### src/logic/mrs_params.svh
`ifndef MRS_PARAMS_SVH
`define MRS_PARAMS_SVH
// register offsets (word addresses on the plain port)
`define MRS_ADDR_CONFIG 8'h00
`define MRS_ADDR_CONFIGURATION_REGISTER_TWO 8'h01
`define MRS_ADDR_CONFIGURATION_REGISTER_THREE 8'h02
`define MRS_ADDR_STATUS_REGISTER_ONE 8'h03
`define MRS_ADDR_RUN 8'h04
`define MRS_ADDR_SAMPLE 8'h05
// field positions
`define MRS_BIT_SOFT_RESET 7
`define MRS_BIT_PORT_LOCK 0
`define MRS_BIT_CLK_DIS 6
`define MRS_BIT_REMOTE_RST 7
`define MRS_BIT_RESET_DONE 15
// reset values
`define MRS_RST_CONFIG 16'h0000
`define MRS_RST_CONFIGURATION_REGISTER_TWO 16'h0000
`define MRS_RST_CONFIGURATION_REGISTER_THREE 16'h0000
`define MRS_RST_RUN 16'h0000
`define MRS_RUN_GO 16'h0001
// timing
`define MRS_CLK_MHZ 40
`define MRS_HW_RESET_MIN_NS 10000
`define MRS_HW_RESET_MIN_CYC ((`MRS_HW_RESET_MIN_NS * `MRS_CLK_MHZ + 999) / 1000)
`define MRS_PULSE_COUNT 8
`define MRS_HALF_PERIOD 2
`define MRS_MOD_DIV 16
`define MRS_SAMPLE_BITS 24
`endif

### src/logic/mrs_pkg.sv
package mrs_pkg;
  typedef enum logic [2:0] {
    MRS_IDLE,
    MRS_ASSERT,
    MRS_PULSE,
    MRS_RELEASE,
    MRS_DONE
  } mrs_state_t;
  typedef enum logic [1:0] {
    MRS_KIND_HW,
    MRS_KIND_SW,
    MRS_KIND_REMOTE
  } mrs_kind_t;
endpackage : mrs_pkg

### src/logic/mrs_sequencer.sv
// Notes on behaviour
// - reset low stops forwarded clock, holds high
// - hardware reset drives sync, enable, selects high
// - after reset, enable low, eight select pulses
// - then enable high, forwarded clock starts
// - registers default; done flag set at end
// - writing one clears done flag, releases interrupt
// - processor idle until run written with one
// - hardware reset selects the default serial port
// - soft-reset bit resets registers and done flag, defaults zero
// - soft reset keeps port lock and selection
// - soft reset end: self-clear, flag, interrupt
// - soft reset keeps clock, pulses selects
// - clock-disable bit stops forwarded clock high
// - remote reset bit pulses front ends, self-clears
// - both bits power down; registers kept
// - one-bit streams averaged into 24-bit words
// - done interrupt unmaskable until host clears
//
// Design decisions made here: the placing of the registers and the address-and-strobe port.
`timescale 1ns/1ps
`default_nettype none
`include "mrs_params.svh"
module mrs_sequencer #(
  parameter int SAMPLE_BITS = `MRS_SAMPLE_BITS,
  parameter int PULSES = `MRS_PULSE_COUNT
) (
  // clock and reset
  input wire logic clock,
  input wire logic resetn,
  // register port
  input wire logic [7:0] reg_addr,
  input wire logic [15:0] reg_wdata,
  input wire logic reg_wr,
  input wire logic reg_rd,
  output logic [15:0] reg_rdata,
  // front-end link
  output logic forwarded_clock_out,
  output logic bitstream_sync_out,
  output logic reset_enable_out,
  output logic phase_a_select_line,
  output logic phase_b_select_line,
  output logic phase_c_select_line,
  output logic neutral_select_line,
  input wire logic modulator_bit_in,
  // host side status
  output logic interrupt_line_one_n,
  output logic processor_running,
  output logic serial_port_is_spi,
  input wire logic spi_select_request,
  // filtered sample
  output logic [SAMPLE_BITS-1:0] sample_word,
  output logic sample_valid
);
  import mrs_pkg::*;

  mrs_state_t state_ff, nxt_state;
  mrs_kind_t kind_ff, nxt_kind;
  logic [15:0] config_ff, configuration_register_two_ff, configuration_register_three_ff, run_ff;
  logic port_spi_ff, done_ff, rdata_valid_ff;
  logic [15:0] rdata_ff;
  logic [1:0] div_ff;
  logic [1:0] phase_ff;
  logic [3:0] pulse_ff;
  logic [3:0] mod_ff;
  logic [SAMPLE_BITS-1:0] acc_ff, sample_ff;
  logic [7:0] avg_ff;
  logic valid_ff;

  // decode
  wire wr_config = reg_wr && reg_addr == `MRS_ADDR_CONFIG;
  wire wr_configuration_register_two = reg_wr && reg_addr == `MRS_ADDR_CONFIGURATION_REGISTER_TWO;
  wire wr_configuration_register_three = reg_wr && reg_addr == `MRS_ADDR_CONFIGURATION_REGISTER_THREE;
  wire wr_status_register_one = reg_wr && reg_addr == `MRS_ADDR_STATUS_REGISTER_ONE;
  wire wr_run = reg_wr && reg_addr == `MRS_ADDR_RUN;
  wire soft_go = wr_config && reg_wdata[`MRS_BIT_SOFT_RESET] && state_ff == MRS_IDLE;
  wire remote_go = wr_configuration_register_three && reg_wdata[`MRS_BIT_REMOTE_RST] && state_ff == MRS_IDLE;
  wire seq_end = state_ff == MRS_DONE;
  wire pulse_last = pulse_ff == 4'(PULSES - 1) && phase_ff == 2'd3;
  wire clr_done = wr_status_register_one && reg_wdata[`MRS_BIT_RESET_DONE];
  wire clk_disabled = configuration_register_three_ff[`MRS_BIT_CLK_DIS];
  // hardware start-up holds the clock until the sequence is back in idle, after the release and done states
  wire clk_held = (kind_ff == MRS_KIND_HW && state_ff != MRS_IDLE) || clk_disabled;

  always_comb begin
    nxt_state = state_ff;
    nxt_kind = kind_ff;
    unique case (state_ff)
      MRS_IDLE: begin
        if (soft_go) begin
          nxt_state = MRS_ASSERT;
          nxt_kind = MRS_KIND_SW;
        end else if (remote_go) begin
          nxt_state = MRS_ASSERT;
          nxt_kind = MRS_KIND_REMOTE;
        end
      end
      MRS_ASSERT: nxt_state = MRS_PULSE;
      MRS_PULSE: if (pulse_last) nxt_state = MRS_RELEASE;
      MRS_RELEASE: nxt_state = MRS_DONE;
      MRS_DONE: nxt_state = MRS_IDLE;
    endcase
  end

  always_ff @(posedge clock) begin
    if (!resetn) begin
      state_ff <= MRS_ASSERT;
      kind_ff <= MRS_KIND_HW;
    end else begin
      state_ff <= nxt_state;
      kind_ff <= nxt_kind;
    end
  end

  // pulse timing: two high, two low, eight pulses
  always_ff @(posedge clock) begin
    if (!resetn || state_ff != MRS_PULSE) begin
      phase_ff <= 2'd0;
      pulse_ff <= 4'd0;
    end else begin
      phase_ff <= phase_ff + 2'd1;
      if (phase_ff == 2'd3) pulse_ff <= pulse_ff + 4'd1;
    end
  end

  wire select_level = !resetn || state_ff != MRS_PULSE || !phase_ff[1];
  assign phase_a_select_line = select_level;
  assign phase_b_select_line = select_level;
  assign phase_c_select_line = select_level;
  assign neutral_select_line = select_level;
  assign reset_enable_out = !resetn || !(state_ff == MRS_ASSERT || state_ff == MRS_PULSE);
  assign bitstream_sync_out = !resetn || clk_held ? 1'b1 : mod_ff[3];

  // forwarded clock at a quarter of the input clock
  always_ff @(posedge clock) begin
    if (!resetn) div_ff <= 2'd0;
    else if (clk_held) div_ff <= 2'd0;
    else div_ff <= div_ff + 2'd1;
  end
  assign forwarded_clock_out = !resetn || clk_held || !div_ff[1];

  // registers; soft reset defaults them but keeps the port lock and choice
  always_ff @(posedge clock) begin
    if (!resetn) begin
      config_ff <= `MRS_RST_CONFIG;
      configuration_register_two_ff <= `MRS_RST_CONFIGURATION_REGISTER_TWO;
      configuration_register_three_ff <= `MRS_RST_CONFIGURATION_REGISTER_THREE;
      run_ff <= `MRS_RST_RUN;
      port_spi_ff <= 1'b0;
    end else begin
      if (soft_go) begin
        config_ff <= `MRS_RST_CONFIG | (16'h0001 << `MRS_BIT_SOFT_RESET);
        configuration_register_two_ff <= configuration_register_two_ff & (16'h0001 << `MRS_BIT_PORT_LOCK);
        configuration_register_three_ff <= `MRS_RST_CONFIGURATION_REGISTER_THREE;
        run_ff <= `MRS_RST_RUN;
      end else begin
        if (wr_config) config_ff <= reg_wdata & ~(16'h0001 << `MRS_BIT_SOFT_RESET);
        if (wr_configuration_register_two) configuration_register_two_ff <= reg_wdata;
        if (wr_run) run_ff <= reg_wdata;
        if (wr_configuration_register_three) configuration_register_three_ff <= reg_wdata;
        if (seq_end) begin
          config_ff[`MRS_BIT_SOFT_RESET] <= 1'b0;
          configuration_register_three_ff[`MRS_BIT_REMOTE_RST] <= 1'b0;
        end
      end
      if (spi_select_request && !configuration_register_two_ff[`MRS_BIT_PORT_LOCK] && !wr_configuration_register_two) port_spi_ff <= 1'b1;
    end
  end
  assign processor_running = run_ff == `MRS_RUN_GO;
  assign serial_port_is_spi = port_spi_ff;

  // done flag; set beats clear, unmaskable
  always_ff @(posedge clock) begin
    if (!resetn) done_ff <= 1'b0;
    else if (seq_end && kind_ff != MRS_KIND_REMOTE) done_ff <= 1'b1;
    else if (clr_done) done_ff <= 1'b0;
    else if (soft_go) done_ff <= 1'b0;
  end
  assign interrupt_line_one_n = !done_ff;

  // read port
  wire [15:0] rd_mux = reg_addr == `MRS_ADDR_CONFIG ? config_ff :
                       reg_addr == `MRS_ADDR_CONFIGURATION_REGISTER_TWO ? configuration_register_two_ff :
                       reg_addr == `MRS_ADDR_CONFIGURATION_REGISTER_THREE ? configuration_register_three_ff :
                       reg_addr == `MRS_ADDR_STATUS_REGISTER_ONE ? {done_ff, 15'h0000} :
                       reg_addr == `MRS_ADDR_RUN ? run_ff :
                       reg_addr == `MRS_ADDR_SAMPLE ? sample_ff[SAMPLE_BITS-1 -: 16] : 16'h0000;
  always_ff @(posedge clock) begin
    if (!resetn) begin
      rdata_ff <= 16'h0000;
      rdata_valid_ff <= 1'b0;
    end else begin
      rdata_ff <= reg_rd ? rd_mux : 16'h0000;
      rdata_valid_ff <= reg_rd;
    end
  end
  assign reg_rdata = rdata_valid_ff ? rdata_ff : 16'h0000;

  // modulator stream sampled every sixteen clocks, averaged by counting ones
  always_ff @(posedge clock) begin
    if (!resetn || clk_held) begin
      mod_ff <= 4'd0;
      avg_ff <= 8'd0;
      acc_ff <= '0;
      sample_ff <= '0;
      valid_ff <= 1'b0;
    end else begin
      mod_ff <= mod_ff + 4'd1;
      valid_ff <= 1'b0;
      if (mod_ff == 4'(`MRS_MOD_DIV - 1)) begin
        avg_ff <= avg_ff + 8'd1;
        if (avg_ff == 8'hff) begin
          sample_ff <= acc_ff + SAMPLE_BITS'(modulator_bit_in);
          acc_ff <= '0;
          valid_ff <= 1'b1;
        end else begin
          acc_ff <= acc_ff + SAMPLE_BITS'(modulator_bit_in);
        end
      end
    end
  end
  assign sample_word = sample_ff;
  assign sample_valid = valid_ff;

  a_pulse_low_two: assert property (@(posedge clock) disable iff (!resetn)
    $fell(phase_a_select_line) |=> !phase_a_select_line ##1 phase_a_select_line)
    else $error("select low time wrong");
  a_enable_low_train: assert property (@(posedge clock) disable iff (!resetn)
    state_ff == MRS_PULSE |-> !reset_enable_out)
    else $error("enable high during pulse train");
  a_train_length: assert property (@(posedge clock) disable iff (!resetn)
    $rose(state_ff == MRS_PULSE) |-> ##31 state_ff == MRS_PULSE ##1 state_ff == MRS_RELEASE)
    else $error("pulse train length wrong");
  a_clk_dis_high: assert property (@(posedge clock) disable iff (!resetn)
    clk_disabled |-> forwarded_clock_out)
    else $error("clock not held high");
  a_done_irq: assert property (@(posedge clock) disable iff (!resetn)
    done_ff && !clr_done && !soft_go |=> !interrupt_line_one_n)
    else $error("interrupt released early");
  a_done_clear: assert property (@(posedge clock) disable iff (!resetn)
    clr_done && !seq_end |=> interrupt_line_one_n)
    else $error("flag not cleared");
  a_soft_selfclr: assert property (@(posedge clock) disable iff (!resetn)
    seq_end && kind_ff == MRS_KIND_SW |=> !config_ff[`MRS_BIT_SOFT_RESET] && done_ff)
    else $error("soft reset end wrong");
  a_remote_selfclr: assert property (@(posedge clock) disable iff (!resetn)
    seq_end && kind_ff == MRS_KIND_REMOTE |=> !configuration_register_three_ff[`MRS_BIT_REMOTE_RST])
    else $error("remote bit not cleared");
  a_lock_kept: assert property (@(posedge clock) disable iff (!resetn)
    soft_go |=> configuration_register_two_ff[`MRS_BIT_PORT_LOCK] == $past(configuration_register_two_ff[`MRS_BIT_PORT_LOCK]))
    else $error("lock changed by soft reset");
  a_sw_clock_runs: assert property (@(posedge clock) disable iff (!resetn)
    state_ff == MRS_PULSE && kind_ff == MRS_KIND_SW && !clk_disabled && div_ff == 2'd2
    |-> !forwarded_clock_out)
    else $error("clock stopped in soft reset");
  a_reset_outs_high: assert property (@(posedge clock)
    !resetn |-> forwarded_clock_out && bitstream_sync_out && reset_enable_out &&
    phase_a_select_line && phase_b_select_line && phase_c_select_line && neutral_select_line)
    else $error("link not held high in reset");
  a_reset_irq_high: assert property (@(posedge clock)
    !resetn |=> interrupt_line_one_n)
    else $error("interrupt low after reset");
  a_reset_run_idle: assert property (@(posedge clock)
    !resetn |=> !processor_running)
    else $error("processor running after reset");
  a_reset_port_i2c: assert property (@(posedge clock)
    !resetn |=> !serial_port_is_spi)
    else $error("port not default after reset");
  a_hw_clock_held: assert property (@(posedge clock) disable iff (!resetn)
    kind_ff == MRS_KIND_HW && state_ff != MRS_IDLE |-> forwarded_clock_out)
    else $error("clock forwarded before start-up end");
  a_idle_lines_high: assert property (@(posedge clock) disable iff (!resetn)
    state_ff == MRS_IDLE |-> reset_enable_out && phase_a_select_line && neutral_select_line)
    else $error("link lines low while idle");
  a_selects_match: assert property (@(posedge clock)
    phase_b_select_line == phase_a_select_line && phase_c_select_line == phase_a_select_line
    && neutral_select_line == phase_a_select_line)
    else $error("select lines differ");
  a_flag_zero_busy: assert property (@(posedge clock) disable iff (!resetn)
    state_ff == MRS_PULSE && kind_ff != MRS_KIND_REMOTE |-> !done_ff)
    else $error("done flag set during sequence");
  a_soft_defaults: assert property (@(posedge clock) disable iff (!resetn)
    soft_go |=> !processor_running && configuration_register_three_ff == `MRS_RST_CONFIGURATION_REGISTER_THREE && !done_ff)
    else $error("soft reset left registers");
  a_soft_port_kept: assert property (@(posedge clock) disable iff (!resetn)
    soft_go && configuration_register_two_ff[`MRS_BIT_PORT_LOCK] |=> $stable(serial_port_is_spi))
    else $error("port changed by soft reset");
  a_remote_run_kept: assert property (@(posedge clock) disable iff (!resetn)
    kind_ff == MRS_KIND_REMOTE && state_ff != MRS_IDLE && !wr_run |=> $stable(run_ff))
    else $error("run lost in front-end reset");
  a_pulse_high_two: assert property (@(posedge clock) disable iff (!resetn)
    $rose(phase_a_select_line) && state_ff == MRS_PULSE |=> phase_a_select_line
    ##1 !phase_a_select_line)
    else $error("select high time wrong");
  a_first_pulse: assert property (@(posedge clock) disable iff (!resetn)
    $rose(state_ff == MRS_PULSE) |-> phase_a_select_line ##1 phase_a_select_line
    ##1 !phase_a_select_line)
    else $error("first select pulse wrong");
  a_release_order: assert property (@(posedge clock) disable iff (!resetn)
    state_ff == MRS_RELEASE |-> reset_enable_out && phase_a_select_line)
    else $error("enable not back after train");
  c_hw_done: cover property (@(posedge clock) seq_end && kind_ff == MRS_KIND_HW);
  c_sw_done: cover property (@(posedge clock) seq_end && kind_ff == MRS_KIND_SW);
  c_remote_done: cover property (@(posedge clock) seq_end && kind_ff == MRS_KIND_REMOTE);
  c_sample: cover property (@(posedge clock) sample_valid);
  c_power_down: cover property (@(posedge clock) state_ff == MRS_PULSE && clk_disabled);
endmodule : mrs_sequencer
`default_nettype wire

### config.mk
export PLATFORM = sky130hd
export DESIGN_NAME = mrs_sequencer
export DESIGN_NICKNAME = d
export VERILOG_FILES = /design/src/logic/mrs_pkg.sv /design/src/logic/mrs_sequencer.sv
export VERILOG_INCLUDE_DIRS = /design/src /design/src/logic
export SDC_FILE = /design/constraint.sdc
export NUM_CORES = 1
export LEC_CHECK = 0
export CAP_MARGIN = 30
export CORE_MARGIN = 10
export CORE_UTILIZATION = 35
export CTS_CLUSTER_DIAMETER = 60
export CTS_CLUSTER_SIZE = 16
export DETAILED_ROUTE_END_ITERATION = 6
export DONT_BUFFER_PORTS = 1
export GPL_ROUTABILITY_DRIVEN = 0
export GPL_TIMING_DRIVEN = 1
export SLEW_MARGIN = 30
export SYNTH_ARGS = -nofsm -noshare
export SYNTH_HDL_FRONTEND = slang
export SYNTH_SLANG_ARGS = --single-unit
export TNS_END_PERCENT = 20
### constraint.sdc
create_clock -name clock -period 3.3 [get_ports clock]
set_input_delay 0.165 -clock clock [delete_from_list [all_inputs] [get_ports clock]]
set_output_delay 0.165 -clock clock [all_outputs]
set_load 0.01 [all_outputs]
==> results of run 1 <==
-- cells by family (layout without fill, tap and decap cells) --
logic type	Yosys count	after routing	synth area share
AOI/OAI and AO/OA	155	155	0.133
xor gates and xnor gates	25	25	0.0303
adders and majority gates	6	6	0.0104
buffers and inverters	89	93	0.0528
DFF	157	157	0.435
muxes	65	65	0.0900
and+or+nand+nor	348	348	0.248
-- final timing paths --
path | start | endpoint | cells after the start
max | acc_ff[0] | acc_ff[22] | 6
min | reg_wdata[15] | done_ff | 3
max reg2reg | acc_ff[0] | acc_ff[22] | 6
min reg2reg | phase_ff[0] | phase_ff[0] | 1
-- cell type report --
class / instances / area [um^2]
multi-input cells: 599 / 3740
flip-flops and latches: 157 / 3140
fillers: 2057 / 12000
inverters: 24 / 90.1
clock buffers: 17 / 425
repair buffers: 37 / 348
clock inverters: 15 / 189
well taps: 270 / 338
-- power by group --
group	leakage (nW)	switching [mW]	internal (mW)
sequential	1.27	0.0203	1.91
combinational	1.45	0.113	0.0723
clock	0.298	0.942	1.03
total	3.02	1.08	3.01
-- registers in the layout (all words and copies together) (netlist names) --
name,flops
rdata_ff,16
done_ff,1
mod_ff,4
configuration_register_two_ff,16
configuration_register_three_ff,16
sample_valid,1
config_ff,16
kind_ff,2
phase_ff,2
rdata_valid_ff,1
serial_port_is_spi,1
acc_ff,24
div_ff,2
avg_ff,8
run_ff,16
sample_word,24
state_ff,3
pulse_ff,4
-- worst max-delay path, cell delays in order, from the launching register on --
cell and delay (ns):
sky130_fd_sc_hd__dfxtp_1 0.33, sky130_fd_sc_hd__ha_1 0.22, sky130_fd_sc_hd__ha_1 0.35, sky130_fd_sc_hd__nand4_4 0.17, sky130_fd_sc_hd__or4_4 0.65, sky130_fd_sc_hd__or4_1 0.52, sky130_fd_sc_hd__a31oi_1 0.17
-- routing by layer --
layer,routed length (um),track usage
met1,8640,0.183
met2,8730,0.227
met3,1120,0.0350
met4,181,0.0418
met5,0,0
-- Yosys cell counts, types with 2 or more instances --
| master | count | area, um^2 |
|---|---|---|
| sky130_fd_sc_hd__nand3b_1 | 4 | 30.0 |
| sky130_fd_sc_hd__a41oi_1 | 2 | 17.5 |
| sky130_fd_sc_hd__and4_1 | 6 | 52.6 |
| sky130_fd_sc_hd__o211ai_1 | 7 | 52.6 |
| sky130_fd_sc_hd__or4_1 | 11 | 82.6 |
| sky130_fd_sc_hd__xnor2_1 | 15 | 131 |
| sky130_fd_sc_hd__clkbuf_1 | 44 | 165 |
| sky130_fd_sc_hd__nor3b_1 | 2 | 15.0 |
| sky130_fd_sc_hd__a311oi_1 | 13 | 114 |
| sky130_fd_sc_hd__nor2_1 | 114 | 428 |
| sky130_fd_sc_hd__o21a_1 | 3 | 22.5 |
| sky130_fd_sc_hd__a211oi_1 | 5 | 37.5 |
| sky130_fd_sc_hd__nand2_1 | 42 | 158 |
| sky130_fd_sc_hd__o21ai_0 | 26 | 130 |
| sky130_fd_sc_hd__nand3_1 | 32 | 160 |
| sky130_fd_sc_hd__a31oi_1 | 13 | 81.3 |
| sky130_fd_sc_hd__nor4_1 | 9 | 56.3 |
| sky130_fd_sc_hd__or4_4 | 2 | 22.5 |
| sky130_fd_sc_hd__dfxtp_1 | 157 | 3140 |
| sky130_fd_sc_hd__or3_1 | 13 | 81.3 |
| sky130_fd_sc_hd__inv_1 | 24 | 90.1 |
| sky130_fd_sc_hd__buf_2 | 10 | 50.1 |
| sky130_fd_sc_hd__and2_1 | 22 | 138 |
| sky130_fd_sc_hd__buf_1 | 3 | 11.3 |
| sky130_fd_sc_hd__o22ai_1 | 16 | 100 |
| sky130_fd_sc_hd__ha_1 | 6 | 75.1 |
| sky130_fd_sc_hd__mux2i_1 | 65 | 651 |
| sky130_fd_sc_hd__nor2b_1 | 18 | 113 |
| sky130_fd_sc_hd__and3_1 | 4 | 25.0 |
| sky130_fd_sc_hd__buf_6 | 2 | 22.5 |
| sky130_fd_sc_hd__a22oi_1 | 2 | 15.0 |
| sky130_fd_sc_hd__nand4_1 | 12 | 75.1 |
| sky130_fd_sc_hd__nor3_1 | 28 | 140 |
| sky130_fd_sc_hd__xor2_1 | 10 | 87.6 |
| sky130_fd_sc_hd__buf_4 | 5 | 37.5 |
| sky130_fd_sc_hd__nand2b_1 | 20 | 125 |
| sky130_fd_sc_hd__a21oi_1 | 55 | 275 |
-- through the flow --
stage	util	cells	area (um^2)
3_5_place_dp	0.366	1064	7430
2_1_floorplan	-	845	7230
6_report	0.408	1119	8270
5_1_grt	0.408	1119	8270
3_3_place_gp	0.366	1064	7430
4_1_cts	0.408	1119	8270
-- repair_timing --
action | in CTS | in global routing
setup endpoints to repair | 0 | 0
hold endpoints to repair | 77 | 0
hold buffers | 23 | 0
==> out/metrics.csv, run 1 <==
metric;value;unit
outcome;completed;
period_share;0.755;
netlist_area;0.00723;mm^2
synth-edff-count;0;
worst_case_clock_buffer_depth;2;
syn-mean-instance-area;8.55;um^2
classification_of_the_worst_setup_path;flop to flop;
area_growth;14.5;%
grt_max_degree;67;
ys_seq_area_frac;0.435;
route.antenna.remaining_nets;0;
synthesized_netlist_net_count;881;
timing.final.setup_violations;0;
ys_dominant_reg_cell;sky130_fd_sc_hd__dfxtp_1;
cts_post_setup_buffers_inserted;0;
mostFrequentLayoutCells;sky130_fd_sc_hd__dfxtp_1 (157), sky130_fd_sc_hd__nor2_1 (114), sky130_fd_sc_hd__mux2i_1 (65);
die_w;164;um
clk_latency;0.43;ns
root_buffer_cell;sky130_fd_sc_hd__clkbuf_16;
max_cap_violations;0;
coreArea;0.0203;mm^2
cts_buffers;17;
detail_route.wirelength;18.7;mm
ir_drop;0.000308;V
drive_above_1_share;0.0695;
die-height;164;um
ff2ff_setup_slack;0.81;ns
via_per_inst;5.22;
fin_hold_ws;0.0328;ns
grt_setup_unrepaired;false;
hpwl;12.5;mm
clock-sinks;157;
timing.critical_path.required;3.65;ns
ios;81;
max-slew-margin-rel;0.506;
vias;5840;
floorplan.initialDensity;0.356;
dr.first_iter.drc_count;314;
drc;0;
critical_path.startpoint_type;flop;
dpl_worst_slack;0.844;ns
period_needed;2.49;ns
total_negative_slack;0;ns
track_usage;0.141;
die_area;0.0268;mm^2
fin_ws;0.809;ns
final-max-slew-violation-count;0;
fmaxAchievable;401;MHz
crit_arrival;2.84;ns
wl_per_cell;16.7;um
grt_pass1_wl;30.4;mm
end_kind;flop;
place.port_buffers;0;
drt_pass1_iterations;4;
tightest_slew;0.739;ns
synth.lib_cells_used.distinct;60;
cts_htree_levels;4;
n_antenna_cell;0;
final_net_count;872;
number_of_antenna_violations_at_the_first_check_in_global_routing;0;
ys_ff_latch;157;
clk_transition_reported_paths;0.07;ns
synthesis.instances;845;
hold_viol_final;0;
cts-resized-gates;0;
power_per_cell_area;494;mW/mm^2
clock-skew-final;0.0113;ns
worstHoldPathType;primary input to flop;
commonest_non_fill_non_tap_cell_in_the_layout;sky130_fd_sc_hd__dfxtp_1;
total_power;4.09;mW
cts_tree;built;
power_leakage;3.02;nW
num_rows;52;
synth.yosys.warnings;0;
worst-path-max-fanout;12;
grt_overflow;0;
vias_in_the_first_global_route;5466;
async_flop_share;0;
(Power assumes the default switching activity.)
==> inputs of run 2 (changes only) <==
==> constraint.sdc (replaced) <==
create_clock -name clock -period 2.59 [get_ports clock]
set_input_delay 0.1295 -clock clock [delete_from_list [all_inputs] [get_ports clock]]
set_output_delay 0.1295 -clock clock [all_outputs]
set_load 0.01 [all_outputs]
==> out/metrics.csv, run 2 (same netlist as run 1, synthesis figures left out) <==
metric;value;unit
cts_buffers;17;
power_report.internal_total;3.83;mW
via_per_inst;5.23;
clock-sinks;157;
wl_per_cell;16.8;um
die_area;0.0268;mm^2
max_cap_violations;0;
num_rows;52;
path_common_cell;sky130_fd_sc_hd__ha_1;
die_w;164;um
coreArea;0.0203;mm^2
place.port_buffers;0;
hold_viol_final;0;
worstHoldPathType;primary input to flop;
outcome;completed;
met2WireLength;8.82;mm
root_buffer_cell;sky130_fd_sc_hd__clkbuf_16;
end_kind;flop;
vias_in_the_first_global_route;5259;
slowest_stage;sky130_fd_sc_hd__or4_4;
cts_htree_levels;4;
clk_transition_reported_paths;0.07;ns
fmaxAchievable;427;MHz
ir_drop;0.000395;V
cts-resized-gates;0;
seq_area;0.00314;mm^2
dpl_worst_slack;0.266;ns
dr.first_iter.drc_count;296;
vias;5877;
area_of_combinational_cells_with_multiple_inputs;0.00374;mm^2
area_growth;14.8;%
timing.critical_path.required;2.95;ns
drt_pass1_iterations;4;
r2r_start;acc_ff[0];
worst_case_clock_buffer_depth;2;
p_seq_frac;0.474;
reg2reg_depth;6;
grt_pass1_wl;29.9;mm
detail_route.wirelength.met1;8.90;mm
drc;0;
power_leakage;3.03;nW
timing.hold.worst_path_depth;2;
n_antenna_cell;0;
power_spent_charging_and_discharging_nets;1.37;mW
detail_route.wirelength;18.8;mm
classification_of_the_worst_setup_path;flop to flop;
cpLargestDelayFamily;simple AND/OR/NAND/NOR gates;
crit_arrival;2.71;ns
cts_tree;built;
timing.final.setup_violations;0;
grt_max_degree;67;
p_comb_frac;0.047;
floorplan.initialDensity;0.356;
clk_latency;0.43;ns
tightest_slew;0.727;ns
hold_path_end;state_ff[1];
clock-skew-final;0.0110;ns
total_negative_slack;0;ns
power_frac_clock;0.480;
route.antenna.remaining_nets;0;
final-max-slew-violation-count;0;
fin_ws;0.247;ns
final_net_count;877;
crit_start;acc_ff[0];
hp-start;resetn;
period_needed;2.34;ns
reg2reg_to;acc_ff[22];
period_share;0.905;
dr_wl_met3;907;um
ios;81;
mostFrequentLayoutCells;sky130_fd_sc_hd__dfxtp_1 (157), sky130_fd_sc_hd__nor2_1 (114), sky130_fd_sc_hd__mux2i_1 (65);
max-slew-margin-rel;0.514;
hpwl;12.6;mm
worst-path-max-fanout;12;
drive_above_1_share;0.0714;
worstPathBufferInverterCount;0;
power.switching_fraction;0.263;
final_cell_count_no_fill;1124;
worstPathCellList;ha_1 > ha_1 > nand4_4 > or4_4 > or4_1 > a31oi_1;
highest-signal-layer;met4;
ff2ff_setup_slack;0.25;ns
number_of_antenna_violations_at_the_first_check_in_global_routing;0;
grt_setup_unrepaired;false;
fillCellCount;2051;
die-height;164;um
fin_hold_ws;0.0196;ns
critical_path.startpoint_type;flop;
post-place-cells;1067;
commonest_non_fill_non_tap_cell_in_the_layout;sky130_fd_sc_hd__dfxtp_1;
power_per_cell_area;626;mW/mm^2
grt_overflow;0;
critPathMaxStageDelay;0.64;ns
track_usage;0.139;
-- run 2: cell count changes in the layout (fill, tap and decap cells not counted) --
cell and delta:
sky130_fd_sc_hd__dlygate4sd3_1 +2, sky130_fd_sc_hd__clkinvlp_4 +2, sky130_fd_sc_hd__or4_2 -1, sky130_fd_sc_hd__clkinv_4 -1, sky130_fd_sc_hd__or4_1 +1, sky130_fd_sc_hd__inv_6 +1
sky130_fd_sc_hd__buf_4 +3, sky130_fd_sc_hd__clkinv_8 -2
-- run 2: final cells by class --
cell class	instances	area share
clock buffers	17	0.0513
clock inverters	15	0.0207
inverters	24	0.0109
multi-input cells	599	0.451
flip-flops and latches	157	0.379
well taps	270	0.0407
repair buffers	42	0.0471
-- run 2: per-layer routing --
metal / track usage / vias up
met1: 0.181 / 2759
li1: - / 3003
met2: 0.220 / 95
met3: 0.0350 / 20
met5: 0 / -
met4: 0.0414 / 0
-- run 2: power by group through the flow --
| stage | registers (mW) | logic (mW) | clock network, mW |
|---|---|---|---|
| after floorplan | 2.50 | 0.173 | 0 |
| after global placement | 2.52 | 0.190 | 0 |
| after detailed placement | 2.52 | 0.192 | 0 |
| after CTS | 2.46 | 0.245 | 2.53 |
| after global routing | 2.46 | 0.267 | 2.64 |
| final | 2.46 | 0.242 | 2.49 |
-- run 2: how the worst max path moves through the flow --
stage	end	slack [ns]	cells past startpoint
after floorplan	acc_ff[20]	0.25	8
after global placement	acc_ff[22]	0.30	6
after detailed placement	acc_ff[22]	0.27	6
after CTS	acc_ff[22]	0.25	6
after global routing	sample_word[22]	0.12	6
final	acc_ff[22]	0.25	6
-- run 2: what timing repair did --
action                     4_1_cts  5_1_grt
hold endpoints to repair        83        0
setup buffers                    0        0
hold buffers                    25        0
setup endpoints to repair        0        0
-- run 2: worst register-to-register path: cells and delay by family (launching register included) --
kind | cells | cell delay, ns
AND/OR/NAND/NOR | 3 | 1.30
adder cells (fa/ha/maj) | 2 | 0.48
AO/OA/AOI/OAI | 1 | 0.16
flip-flops | 1 | 0.33
-- run 2: stage by stage --
step                      utilization  instance area [um^2]  power [mW]
after floorplan                     -                  7230        2.68
after global placement          0.367                  7450        2.71
after detailed placement        0.367                  7450        2.71
after CTS                       0.409                  8300        5.24
after global routing            0.409                  8300        5.37
final                           0.409                  8300        5.19
==> inputs of run 3 (changes only) <==
==> constraint.sdc (replaced) <==
create_clock -name clock -period 2.2 [get_ports clock]
set_input_delay 0.11 -clock clock [delete_from_list [all_inputs] [get_ports clock]]
set_output_delay 0.11 -clock clock [all_outputs]
set_load 0.01 [all_outputs]
==> out/metrics.csv, run 3 (same netlist as run 1, synthesis figures left out) <==
metric;value;unit
timing.hold.worst_path_depth;3;
place.port_buffers;0;
critical_path.startpoint_type;flop;
crit_arrival;2.44;ns
area_growth;17.4;%
critPathMaxStageDelay;0.77;ns
number_of_antenna_violations_at_the_first_check_in_global_routing;0;
track_usage;0.143;
num_rows;52;
outcome;completed;
period_needed;2.13;ns
grt_setup_unrepaired;false;
final-max-slew-violation-count;0;
via_per_inst;5.18;
final_cell_area;0.00848;mm^2
ir_drop;0.000527;V
route.antenna.remaining_nets;0;
fin_ws;0.0727;ns
cts_tree;built;
floorplan.initialDensity;0.356;
r2r_start;acc_ff[0];
final_net_count;894;
mostFrequentLayoutCells;sky130_fd_sc_hd__dfxtp_1 (156), sky130_fd_sc_hd__nor2_1 (114), sky130_fd_sc_hd__mux2i_1 (65);
clk_latency;0.44;ns
vias_in_the_first_global_route;5600;
commonest_non_fill_non_tap_cell_in_the_layout;sky130_fd_sc_hd__dfxtp_1;
detail_route.wirelength;19.2;mm
clock-sinks;157;
end_kind;flop;
grt_busiest_layer;met2;
grt_max_degree;63;
final_core_util;0.418;
clk_transition_reported_paths;0.07;ns
hp-start;reg_addr[1];
max_cap_violations;0;
worst-path-max-fanout;6;
cpLargestDelayFamily;simple AND/OR/NAND/NOR gates;
postPlaceCellArea;0.00758;mm^2
grt.met2_usage;0.230;
period_share;0.967;
drive_above_1_share;0.0907;
cts_htree_levels;4;
slowest_stage;sky130_fd_sc_hd__or4_2;
drc;0;
final_cell_count_no_fill;1141;
root_buffer_cell;sky130_fd_sc_hd__clkbuf_16;
total_negative_slack;0;ns
drt_pass1_iterations;5;
fmaxAchievable;470;MHz
die_area;0.0268;mm^2
ios;81;
reg2reg_to;acc_ff[20];
die_w;164;um
total_power;6.13;mW
cts_buffers;17;
path_common_cell;sky130_fd_sc_hd__ha_4;
max-slew-margin-rel;0.359;
timing.final.setup_violations;0;
hold_path_end;rdata_ff[0];
wl_per_cell;16.8;um
hpwl;12.6;mm
grt_overflow;0;
worst_case_clock_buffer_depth;2;
groute.layer.met1.usage;0.181;
reg2reg_depth;6;
hold_viol_final;0;
worstPathBufferInverterCount;0;
timing.critical_path.required;2.51;ns
fin_hold_ws;0.0201;ns
dr.first_iter.drc_count;314;
n_antenna_cell;0;
power_per_cell_area;723;mW/mm^2
grt_pass1_wl;30.8;mm
tightest_slew;0.959;ns
post-place-cells;1081;
power_leakage;3.10;nW
vias;5908;
classification_of_the_worst_setup_path;flop to flop;
grtUsageMet3;0.0406;
die-height;164;um
cts_post_setup_buffers_inserted;0;
clock-skew-final;0.0135;ns
dpl_worst_slack;0.0642;ns
ff2ff_setup_slack;0.07;ns
worstHoldPathType;primary input to flop;
coreArea;0.0203;mm^2
worstPathCellList;ha_4 > ha_4 > nand4_4 > or4_2 > o311ai_0 > a21oi_1;
## run 3: repair_timing
action / CTS / global route
endpoints found under the setup margin: 0 / 5
hold buffers: 27 / 0
endpoints found under the hold margin: 89 / 0
gates resized for setup: 0 / 4
## run 3: worst max path at each step
stage	slack, ns	to	startpoint	cells past startpoint
after global routing	0.02	acc_ff[22]	acc_ff[0]	6
after global placement	0.09	acc_ff[22]	acc_ff[0]	6
after detailed placement	0.06	acc_ff[22]	acc_ff[0]	6
final	0.07	acc_ff[20]	acc_ff[0]	6
after floorplan	0.02	acc_ff[20]	acc_ff[0]	8
after CTS	0.04	acc_ff[22]	acc_ff[0]	6
## run 3: worst reg2reg max path, cell delays in order (launching register included)
cell	delay (ns)
sky130_fd_sc_hd__dfxtp_2	0.35
sky130_fd_sc_hd__ha_4	0.16
sky130_fd_sc_hd__ha_4	0.14
sky130_fd_sc_hd__nand4_4	0.12
sky130_fd_sc_hd__or4_2	0.77
sky130_fd_sc_hd__o311ai_0	0.35
sky130_fd_sc_hd__a21oi_1	0.11
## run 3: metal layers
layer,up-vias,wire (um),share of wire
met5,-,0,0
met4,0,220,0.011
met3,15,1040,0.054
met2,114,8960,0.47
met1,2763,8940,0.47
li1,3016,-,-
## run 3: cell type report
| class | instances | area, um^2 |
|---|---|---|
| timing repair buffer | 58 | 541 |
| tap | 270 | 338 |
| fill | 2047 | 11800 |
| clock inverter | 15 | 174 |
| sequential | 157 | 3140 |
| inverter | 24 | 90.1 |
| clock buffer | 17 | 425 |
| multi-input combinational | 600 | 3770 |
## run 3: where the power goes
group / switching [mW] / internal (mW) / leakage [nW] / total (mW)
Combinational: 0.182 / 0.123 / 1.55 / 0.305
Sequential: 0.0309 / 2.86 / 1.27 / 2.90
Clock: 1.40 / 1.53 / 0.285 / 2.93
